<file path="src/rtl/irq_pkg.sv">
// Shared constants and carrier types of the two-level vectored interrupt controller.
// Assumes a 32-bit classic Wishbone register bus and a core that reports instruction ends.
package irq_pkg;

    localparam int             NUM_SRC       = 17;
    localparam int             ORDER_W       = 5;
    localparam logic [16:0]    SRC_PRESENT   = 17'h1DFFF;
    localparam logic [16:0]    AUTO_CLEAR    = 17'h0000F;
    localparam int             PIN0_SRC      = 0;
    localparam int             PIN1_SRC      = 2;
    localparam int             BASE_SRCS     = 7;
    localparam int             EXT_SRCS      = 10;
    localparam int             GLOBAL_EN_BIT = 7;
    localparam logic [31:0]    PRIO_UNUSED   = 32'h00000080;

    localparam logic [15:0]    VEC_BASE      = 16'h0003;
    localparam logic [15:0]    VEC_STEP      = 16'h0008;

    localparam logic [7:0]     OFS_ENABLE    = 8'h00;
    localparam logic [7:0]     OFS_EXT_EN    = 8'h04;
    localparam logic [7:0]     OFS_PRIO      = 8'h08;
    localparam logic [7:0]     OFS_EXT_PRIO  = 8'h0C;
    localparam logic [7:0]     OFS_PENDING   = 8'h10;
    localparam logic [7:0]     OFS_STATUS    = 8'h14;

    localparam logic [7:0]     ENABLE_RESET  = 8'h00;
    localparam logic [9:0]     EXT_RESET     = 10'h000;
    localparam logic [6:0]     PRIO_RESET    = 7'h00;
    localparam logic [16:0]    PEND_RESET    = 17'h00000;

    localparam int             DETECT_CYCLES = 1;
    localparam int             CALL_CYCLES   = 4;
    localparam int             IRQ_RETURN_INSTR_CYCLES   = 5;
    localparam int             DIV_CYCLES    = 8;
    localparam int             FAST_CYCLES   = DETECT_CYCLES + CALL_CYCLES;
    localparam int             WORST_CYCLES  = DETECT_CYCLES + IRQ_RETURN_INSTR_CYCLES + DIV_CYCLES
                                               + CALL_CYCLES;
    localparam logic [2:0]     CALL_LAST     = 3'(CALL_CYCLES - 1);

    typedef enum logic [0:0] {ST_IDLE, ST_CALL} state_type;

    typedef struct packed {
        logic        cyc;
        logic        stb;
        logic        we;
        logic [7:0]  adr;
        logic [3:0]  sel;
        logic [31:0] dat;
    } wb_req_type;

    typedef struct packed {
        logic [15:0]        vector;
        logic [ORDER_W-1:0] order;
        logic               high;
    } call_type;

endpackage

</file>
<file path="src/rtl/sync_bits.sv">
// Two-flop synchroniser for a group of asynchronous level inputs.
// Assumes the inputs are slow enough that two stages settle them.
`timescale 1ns/1ps
module sync_bits #(
    parameter int W = 2
) (
    // Clock and reset
    input  wire logic         ref_clk,
    input  wire logic         rst_n,
    // Levels
    input  wire logic [W-1:0] asyncIn,
    output logic      [W-1:0] syncOut
);
    logic [W-1:0] stage1;

    for (genvar i = 0; i < W; i++) begin : g_bit
        always_ff @(posedge ref_clk) begin
            if (!rst_n) begin
                stage1[i]  <= 1'b0;
                syncOut[i] <= 1'b0;
            end else begin
                stage1[i]  <= asyncIn[i];
                syncOut[i] <= stage1[i];
            end
        end
    end
endmodule

</file>
<file path="src/rtl/prio_pick.sv">
// Fixed-order arbiter: the lowest set index wins.
// Assumes a purely combinational use inside the controller.
`timescale 1ns/1ps
module prio_pick
    import irq_pkg::*;
(
    // Candidates
    input  wire logic [NUM_SRC-1:0] req,
    // Winner
    output logic                    found,
    output logic [ORDER_W-1:0]      index
);
    logic [NUM_SRC:0]   below;
    logic [NUM_SRC-1:0] first;

    assign below[0] = 1'b0;
    for (genvar i = 0; i < NUM_SRC; i++) begin : g_chain
        assign first[i]   = req[i] & ~below[i];
        assign below[i+1] = below[i] | req[i];
    end
    assign found = below[NUM_SRC];

    always_comb begin
        index = '0;
        for (int i = 0; i < NUM_SRC; i++) begin
            if (first[i]) begin
                index = index | ORDER_W'(i);
            end
        end
    end
endmodule

</file>
<file path="src/rtl/two_level_vectored_interrupt_controller.sv">
// Two-level vectored interrupt controller with a classic Wishbone register slave.
// Assumes the core pulses instrDone at each ordinary instruction end and retiDone
// instead of it when a return-from-interrupt completes.
`timescale 1ns/1ps
// Contract
// - A valid source event sets its pending flag regardless of enables.
// - Any of a source's several flags counts as its pending request.
// - Enabled pending source requests; call issued at the next instruction end.
// - Disabled sources are ignored; no call results from them.
// - Return resumes the interrupted program; the core restores the address.
// - Individual enables count only while global enable bit 7 is set.
// - Global enable low blocks every source.
// - Vectoring clears only pin and basic timer pending flags.
// - Flag still set after return re-enters after one more instruction.
// - Software-written pending ones act exactly like hardware-set flags.
// - High pre-empts low; nothing pre-empts a high routine.
// - All priority selects reset low.
// - Simultaneous requests: high level served before low level.
// - Equal level: smallest fixed order number, 0 to 16, wins.
// - Vector is 0x0003 plus eight bytes per order number.
// - Requests decoded every clock; fastest response five cycles.
// - Pending at return: one more instruction completes before the call.
// - Worst unnested response is eighteen cycles.
// - Equal or higher routine running holds the request until return plus one.
// - Global and individual enables reset to zero.
module two_level_vectored_interrupt_controller
    import irq_pkg::*;
(
    // Clock and reset
    input  wire logic                 ref_clk,
    input  wire logic                 rst_n,
    // Register bus
    input  wire irq_pkg::wb_req_type  wbReq,
    output logic [31:0]               wb_dat_o,
    output logic                      wb_ack_o,
    // Interrupt sources
    input  wire logic                 ext_pin_irq0,
    input  wire logic                 ext_pin_irq1,
    input  wire logic [16:0]          flagSetA,
    input  wire logic [16:0]          flagSetB,
    // Core side
    input  wire logic                 instrDone,
    input  wire logic                 retiDone,
    output logic                      callStart,
    output irq_pkg::call_type         callInfo,
    output logic [1:0]                inService
);
    import irq_pkg::*;

    logic [7:0]         enableReg;
    logic [9:0]         extEnableReg;
    logic [6:0]         prioReg;
    logic [9:0]         extPrioReg;
    logic [16:0]        pending;
    logic [1:0]         pinSync;
    logic [1:0]         pinLast;
    logic               skipOne;
    logic               detFound;
    call_type           detCall;
    state_type          state;
    logic [2:0]         callCount;
    logic [16:0]        setMaskQ;

    // Bus decode.
    wire                busReq   = wbReq.cyc & wbReq.stb & ~wb_ack_o;
    wire                busWr    = busReq & wbReq.we;
    wire [31:0]         laneMask = {{8{wbReq.sel[3]}}, {8{wbReq.sel[2]}},
                                    {8{wbReq.sel[1]}}, {8{wbReq.sel[0]}}};
    wire                hitEn    = wbReq.adr == OFS_ENABLE;
    wire                hitExtEn = wbReq.adr == OFS_EXT_EN;
    wire                hitPrio  = wbReq.adr == OFS_PRIO;
    wire                hitExtPr = wbReq.adr == OFS_EXT_PRIO;
    wire                hitPend  = wbReq.adr == OFS_PENDING;
    wire                hitStat  = wbReq.adr == OFS_STATUS;
    wire [31:0]         wrMerge  = wbReq.dat & laneMask;

    // Per-source views of the split enable and priority registers.
    wire [16:0]         srcEnable = {extEnableReg, enableReg[BASE_SRCS-1:0]} & SRC_PRESENT;
    wire [16:0]         srcHigh   = {extPrioReg, prioReg} & SRC_PRESENT;
    wire                globalOn  = enableReg[GLOBAL_EN_BIT];

    // Sources that own several flags present each one separately.
    wire [1:0]          pinRise  = pinSync & ~pinLast;
    wire [16:0]         pinSet   = 17'(pinRise[0]) << PIN0_SRC | 17'(pinRise[1]) << PIN1_SRC;
    wire [16:0]         hwSet    = (flagSetA | flagSetB | pinSet) & SRC_PRESENT;
    wire                pendWr   = busWr & hitPend;
    wire [16:0]         swSet    = pendWr ? wrMerge[16:0] & SRC_PRESENT : 17'h00000;
    wire [16:0]         swClr    = pendWr ? ~wbReq.dat[16:0] & laneMask[16:0] : 17'h00000;

    // Request resolution, evaluated on every clock.
    wire [16:0]         active   = pending & srcEnable & {17{globalOn}};
    wire [16:0]         highReq  = active & srcHigh;
    wire [16:0]         lowReq   = active & ~srcHigh;
    wire                highOk   = ~inService[1];
    wire                lowOk    = inService == 2'b00;
    wire                useHigh  = highOk & (|highReq);
    wire [16:0]         cand     = useHigh ? highReq : (lowOk ? lowReq : 17'h00000);
    wire                pickFound;
    wire [ORDER_W-1:0]  pickIndex;
    wire [15:0]         pickVec  = VEC_BASE + VEC_STEP * 16'(pickIndex);

    // The call is only issued at an instruction end, and never at the first end after a
    // return, so the interrupted program always makes progress between two routines.
    wire                take     = (state == ST_IDLE) & instrDone & detFound & ~skipOne;
    wire [16:0]         takeMask = 17'(1) << detCall.order;
    wire [16:0]         autoClr  = take ? takeMask & AUTO_CLEAR : 17'h00000;
    wire [16:0]         setMask  = hwSet | swSet;
    wire [16:0]         next_pending = (pending & ~(swClr | autoClr)) | setMask;

    wire [1:0]          retClear = inService[1] ? 2'b10 : inService & 2'b01;
    wire [1:0]          takeSet  = take ? (detCall.high ? 2'b10 : 2'b01) : 2'b00;
    wire [1:0]          next_inService = (inService & ~(retiDone ? retClear : 2'b00)) | takeSet;

    wire [31:0]         readMux  =
        hitEn    ? 32'(enableReg) :
        hitExtEn ? 32'({extEnableReg[9:7], 1'b0, extEnableReg[5:0]}) :
        hitPrio  ? (32'(prioReg) | PRIO_UNUSED) :
        hitExtPr ? 32'({extPrioReg[9:7], 1'b0, extPrioReg[5:0]}) :
        hitPend  ? 32'(pending) :
        hitStat  ? 32'({skipOne, state, inService, 3'h0, callInfo.order}) :
                   32'h00000000;

    sync_bits #(
        .W       (2)
    ) u_pin_sync (
        .ref_clk (ref_clk),
        .rst_n   (rst_n),
        .asyncIn ({ext_pin_irq1, ext_pin_irq0}),
        .syncOut (pinSync)
    );

    prio_pick u_pick (
        .req     (cand),
        .found   (pickFound),
        .index   (pickIndex)
    );

    // Register bus slave: single-cycle answer, unmapped reads return zero.
    always_ff @(posedge ref_clk) begin
        if (!rst_n) begin
            wb_ack_o <= 1'b0;
            wb_dat_o <= 32'h00000000;
        end else begin
            wb_ack_o <= busReq;
            wb_dat_o <= busReq ? readMux : 32'h00000000;
        end
    end

    always_ff @(posedge ref_clk) begin
        if (!rst_n) begin
            enableReg    <= ENABLE_RESET;
            extEnableReg <= EXT_RESET;
            prioReg      <= PRIO_RESET;
            extPrioReg   <= EXT_RESET;
        end else begin
            if (busWr & hitEn & wbReq.sel[0]) begin
                enableReg <= wbReq.dat[7:0];
            end
            if (busWr & hitExtEn) begin
                extEnableReg <= (extEnableReg & ~laneMask[9:0]) | wrMerge[9:0];
            end
            if (busWr & hitPrio & wbReq.sel[0]) begin
                prioReg <= wbReq.dat[6:0];
            end
            if (busWr & hitExtPr) begin
                extPrioReg <= (extPrioReg & ~laneMask[9:0]) | wrMerge[9:0];
            end
        end
    end

    // A set in the same cycle as a clear wins, so no event is lost.
    always_ff @(posedge ref_clk) begin
        if (!rst_n) begin
            pending  <= PEND_RESET;
            pinLast  <= 2'b00;
            setMaskQ <= 17'h00000;
        end else begin
            pending  <= next_pending;
            pinLast  <= pinSync;
            setMaskQ <= setMask;
        end
    end

    // One cycle of detection; a flag cleared in the detect cycle can still be called
    // once, which service software must tolerate.
    always_ff @(posedge ref_clk) begin
        if (!rst_n) begin
            detFound <= 1'b0;
            detCall  <= '0;
        end else begin
            detFound        <= pickFound;
            detCall.order   <= pickIndex;
            detCall.vector  <= pickVec;
            detCall.high    <= useHigh;
        end
    end

    // A return marks the next instruction end as one that must run before any call.
    always_ff @(posedge ref_clk) begin
        if (!rst_n) begin
            skipOne <= 1'b0;
        end else if (retiDone) begin
            skipOne <= 1'b1;
        end else if (instrDone) begin
            skipOne <= 1'b0;
        end
    end

    // The call occupies the core for the long call length; the return address itself
    // is saved and restored by the core.
    always_ff @(posedge ref_clk) begin
        if (!rst_n) begin
            state     <= ST_IDLE;
            callCount <= 3'h0;
            callStart <= 1'b0;
            callInfo  <= '0;
            inService <= 2'b00;
        end else begin
            callStart <= take;
            inService <= next_inService;
            if (take) begin
                callInfo <= detCall;
            end
            case (state)
                ST_IDLE: begin
                    callCount <= 3'h0;
                    if (take) begin
                        state <= ST_CALL;
                    end
                end
                ST_CALL: begin
                    callCount <= callCount + 3'h1;
                    if (callCount == CALL_LAST) begin
                        state <= ST_IDLE;
                    end
                end
                default: begin
                    state <= ST_IDLE;
                end
            endcase
        end
    end

    a_call_boundary: assert property (@(posedge ref_clk) disable iff (!rst_n)
        callStart |-> $past(instrDone) && $past(detFound))
        else $error("Call issued outside an instruction end.");

    a_global_gate: assert property (@(posedge ref_clk) disable iff (!rst_n)
        !globalOn && !$past(globalOn) |=> !callStart)
        else $error("Call issued with global enable low.");

    a_high_nopreempt: assert property (@(posedge ref_clk) disable iff (!rst_n)
        callStart |-> !$past(inService[1]))
        else $error("High routine was pre-empted.");

    a_low_needs_idle: assert property (@(posedge ref_clk) disable iff (!rst_n)
        callStart && !callInfo.high |-> $past(inService) == 2'b00)
        else $error("Low call while a routine was in service.");

    a_vector_map: assert property (@(posedge ref_clk) disable iff (!rst_n)
        callStart |-> callInfo.vector == VEC_BASE + VEC_STEP * 16'(callInfo.order))
        else $error("Vector does not match order number.");

    a_auto_clear: assert property (@(posedge ref_clk) disable iff (!rst_n)
        callStart && AUTO_CLEAR[callInfo.order] |->
            pending[callInfo.order] == setMaskQ[callInfo.order])
        else $error("Auto-cleared flag still pending after the call.");

    a_skip_after_ret: assert property (@(posedge ref_clk) disable iff (!rst_n)
        retiDone ##1 instrDone |=> !callStart)
        else $error("Call made without one instruction after return.");

    a_call_spacing: assert property (@(posedge ref_clk) disable iff (!rst_n)
        callStart |=> (!callStart) [*4])
        else $error("Calls closer than the long call length.");

    a_marker_set: assert property (@(posedge ref_clk) disable iff (!rst_n)
        callStart |-> inService[callInfo.high])
        else $error("In-service marker not set by the call.");

    a_sw_set: assert property (@(posedge ref_clk) disable iff (!rst_n)
        pendWr && wbReq.sel[0] && wbReq.dat[0] |=> pending[0])
        else $error("Software-set flag not pending.");

endmodule

</file>
<file path="config.mk">
export PLATFORM = sky130hd
export DESIGN_NAME = two_level_vectored_interrupt_controller
export DESIGN_NICKNAME = d
export VERILOG_FILES = /design/src/rtl/irq_pkg.sv /design/src/rtl/sync_bits.sv /design/src/rtl/prio_pick.sv /design/src/rtl/two_level_vectored_interrupt_controller.sv
export SDC_FILE = /design/constraint.sdc
export NUM_CORES = 1
export LEC_CHECK = 0
export BUFFER_PORTS_ARGS = -buffer_cell sky130_fd_sc_hd__buf_2
export CORE_MARGIN = 3
export CORE_UTILIZATION = 51
export CTS_CLUSTER_SIZE = 25
export DETAILED_ROUTE_END_ITERATION = 10
export PLACE_DENSITY = 0.89
export SLEW_MARGIN = 10
export SYNTH_ARGS = -nofsm -noshare
export SYNTH_HDL_FRONTEND = slang
export SYNTH_SLANG_ARGS = --single-unit
</file>
<file path="constraint.sdc">
create_clock -name ref_clk -period 3.3 [get_ports ref_clk]
set_clock_uncertainty 0.15 [all_clocks]
set_input_delay 0.66 -clock ref_clk [delete_from_list [all_inputs] [get_ports ref_clk]]
set_output_delay 0.66 -clock ref_clk [all_outputs]
set_load 0.03 [all_outputs]
</file>
==> impl_metrics.env <==
export IMPL_overflow=0
export IMPL_finalNonFillerCells=759
export IMPL_rsz0062_at_grt="false"
export IMPL_netlist_area_sq_um=4650
export IMPL_cts_setup_buffers=0
export IMPL_p_per_area_nw_per_um2=385
export IMPL_most_common_layout_cells="buf_2, dfxtp_1, nor2_1, nand2_1, mux2i_1"
export IMPL_postCtsHoldBufs=0
export IMPL_syn_avg_cell_area_sq_um=8.54
export IMPL_dp_cells=743
export IMPL_hp_class="reg2reg"
export IMPL_cts_sink_count=97
export IMPL_grt_max_degree=63
export IMPL_path_class="reg2reg"
export IMPL_ys_seq_area_share_pct=41.8
export IMPL_vdd_drop_max_mv=0.245
export IMPL_cts_path_max_buffers=2
export IMPL_ys_warn_count=0
export IMPL_vias=4450
export IMPL_power_internal_w=0.00152
export IMPL_cp_start_kind="register"
export IMPL_cp_arrival_ps=3330
export IMPL_setup_tns_final_ps=0
export IMPL_grt_use_total_pct=26.1
export IMPL_routedWlPerCell_microns=17.7
export IMPL_drv_slew=0
export IMPL_cts_made_buffers=9
export IMPL_cp_common_cell="nand4_1"
export IMPL_critical_path_endpoint_type="register"
export IMPL_synth_top_area_share_pct=41.8
export IMPL_tritoncts="done"
export IMPL_finalSetupViolations=0
export IMPL_place_gp_congestion=1.02
export IMPL_core_area_sq_um=8810
export IMPL_fin_nets=735
export IMPL_ys_ff_latch=97
export IMPL_fp_dieW_microns=101
export IMPL_synth_edff_count=0
export IMPL_wirelength_microns=13400
export IMPL_yosys_area_top_type="dfxtp_1"
export IMPL_cts_root_buf="clkbuf_8"
export IMPL_syn_inst=544
export IMPL_critPathMaxStageDelay_ps=580
export IMPL_clk_latency_ps=370
export IMPL_crit_required_ps=3410
export IMPL_cp_slowest_cell="or4_4"
export IMPL_max_freq_mhz=310
export IMPL_fin_crit_sh_pct=97.7
export IMPL_async_flop_share_pct=0
export IMPL_area_delta_synth_final_pct=15.5
export IMPL_diodes=0
export IMPL_route_detailed_drc=0
export IMPL_firstDrtPassIters=5
export IMPL_tightestPinTransition_ps=1010
export IMPL_p_switching_w=0.000546
export IMPL_io_buffers=102
export IMPL_synth_area_top_cells="dfxtp_1, mux2i_1, nor2_1, buf_4, a21oi_1"
export IMPL_dieArea_sq_um=10300
export IMPL_hpwl_microns=10300
export IMPL_start_util_pct=52.8
export IMPL_row_count=34
export IMPL_path_cells="nand4_1, nand4_1, or4_4, nor2_1, buf_4, a21oi_1, a211oi_1, nor4_1, or3_1"
export IMPL_p_leak_nw=2.33
export IMPL_grt_pass1_wl_microns=20800
export IMPL_postRouteAntennaNets=0
export IMPL_grt_pass1_vias=4113
export IMPL_final_common_cell="buf_2"
export IMPL_max_cap_violations=0
export IMPL_ios=145
export IMPL_combPwrFrac_pct=7.6
export IMPL_die_y_microns=101
export IMPL_drt_initial_drc_count=282
export IMPL_status="complete, no violations"
export IMPL_via_per_inst=5.86
export IMPL_htreeDepth=3
export IMPL_cts_resized=0
export IMPL_antenna_found_initial=0
export IMPL_post_route_min_period_ps=3230
export IMPL_path_max_fanout=22
export IMPL_clockPowerShare_pct=33.8
export IMPL_synth_cell_types=61
export IMPL_synth_main_ff_cell="dfxtp_1"
export IMPL_critPathBufInv=1
export IMPL_clkTransAtPathRegs_ps=100
export IMPL_slew_headroom_pct=32.7
export IMPL_finalHoldViolations=0
export IMPL_drive_above_1_share_pct=22.9
export IMPL_seqPwrFrac_pct=58.7
export IMPL_crit_family="simple AND/OR/NAND/NOR gates"
export IMPL_sw_frac_of_total_pct=26.4
area by class of cell:
type / count / area [sq um]
Sequential cell: 97 / 1940
Clock buffer: 10 / 128
Multi-Input combinational cell: 402 / 2400
Inverter: 12 / 45.0
Clock inverter: 6 / 42.5
Timing Repair Buffer: 124 / 676
Tap cell: 108 / 135
Fill cell: 785 / 3440
worst reg2reg max path, delay by kind of cell (launching register included):
kind	cells	cell delay, ps
AO/OA/AOI/OAI	2	480
buffers and inverters	1	230
flip-flops	1	570
AND/OR/NAND/NOR	6	1690
cell families after synthesis:
logic type / Yosys count / synth area share, %
muxes: 45 / 9.72
DFF: 97 / 41.8
adders and majority gates: 2 / 0.539
buffers and inverters: 68 / 8.43
and+or+nand+nor: 225 / 24.1
AOI/OAI and AO/OA: 106 / 15.4
other: 1 / 0.0807
through the flow:
step	total power (W)	instance area [sq um]	utilization, %	worst slack, ps	hold slack, ps
after floorplan	0.00134	4730	-	603	247
after global placement	0.00139	5200	59.0	154	255
after detailed placement	0.00139	5200	59.0	160	268
after CTS	0.00207	5370	60.9	153	284
after global routing	0.00213	5370	60.9	42.9	302
final	0.00206	5370	60.9	74.4	282
power by group through the flow:
stage | clock network, W | registers (W) | logic [W]
floorplan | 0 | 0.00123 | 0.000114
global placement | 0 | 0.00124 | 0.000150
detailed placement | 0 | 0.00124 | 0.000155
CTS | 0.000704 | 0.00121 | 0.000155
global route | 0.000749 | 0.00121 | 0.000171
finish | 0.000697 | 0.00121 | 0.000156
cells in the mapped netlist, types with 2 or more instances:
| cell type | n |
|---|---|
| a211oi_1 | 3 |
| nor3b_1 | 5 |
| buf_4 | 30 |
| mux2i_1 | 44 |
| dfxtp_1 | 97 |
| nand3_1 | 22 |
| nand2b_1 | 5 |
| o21ai_1 | 2 |
| buf_1 | 2 |
| nand3b_1 | 2 |
| nor2b_1 | 4 |
| a21oi_1 | 39 |
| or3_1 | 2 |
| a22o_1 | 5 |
| o22ai_1 | 5 |
| a222oi_1 | 3 |
| or2_1 | 2 |
| nand4_1 | 19 |
| buf_6 | 3 |
| a31oi_1 | 13 |
| nor3_2 | 2 |
| ha_1 | 2 |
| a22oi_1 | 2 |
| nor3_1 | 5 |
| o2111ai_1 | 5 |
| a221oi_1 | 5 |
| nand2_1 | 52 |
| nor2_1 | 67 |
| o21ai_0 | 6 |
| and3_1 | 10 |
| clkbuf_1 | 20 |
| a311o_1 | 3 |
| a2111oi_0 | 2 |
| inv_1 | 11 |
| nor4_1 | 6 |
| and2_1 | 14 |
path summary, 6_finish.rpt:
kind	from	endpoint	slack (ps)	depth (start not counted)
worst max-delay path	enableReg[7]$_SDFFE_PN0P_	detCall[1]$_SDFF_PN0_	70	9
worst max register to register	enableReg[7]$_SDFFE_PN0P_	detCall[1]$_SDFF_PN0_	70	9
worst min register to register	callCount[0]$_SDFF_PN0_	callCount[0]$_SDFF_PN0_	280	1
worst min-delay path	callCount[0]$_SDFF_PN0_	callCount[0]$_SDFF_PN0_	280	1
layer usage:
| metal | track usage [%] | part of all wire [%] | wire length [microns] | vias to the layer above |
|---|---|---|---|---|
| li1 | - | - | - | 2111 |
| met1 | 34.8 | 43 | 5770 | 2092 |
| met2 | 43.2 | 47 | 6340 | 219 |
| met3 | 3.86 | 7.7 | 1030 | 28 |
| met4 | 9.51 | 2.0 | 274 | 0 |
| met5 | 0 | 0 | 0 | - |
(Power assumes the default switching activity.)
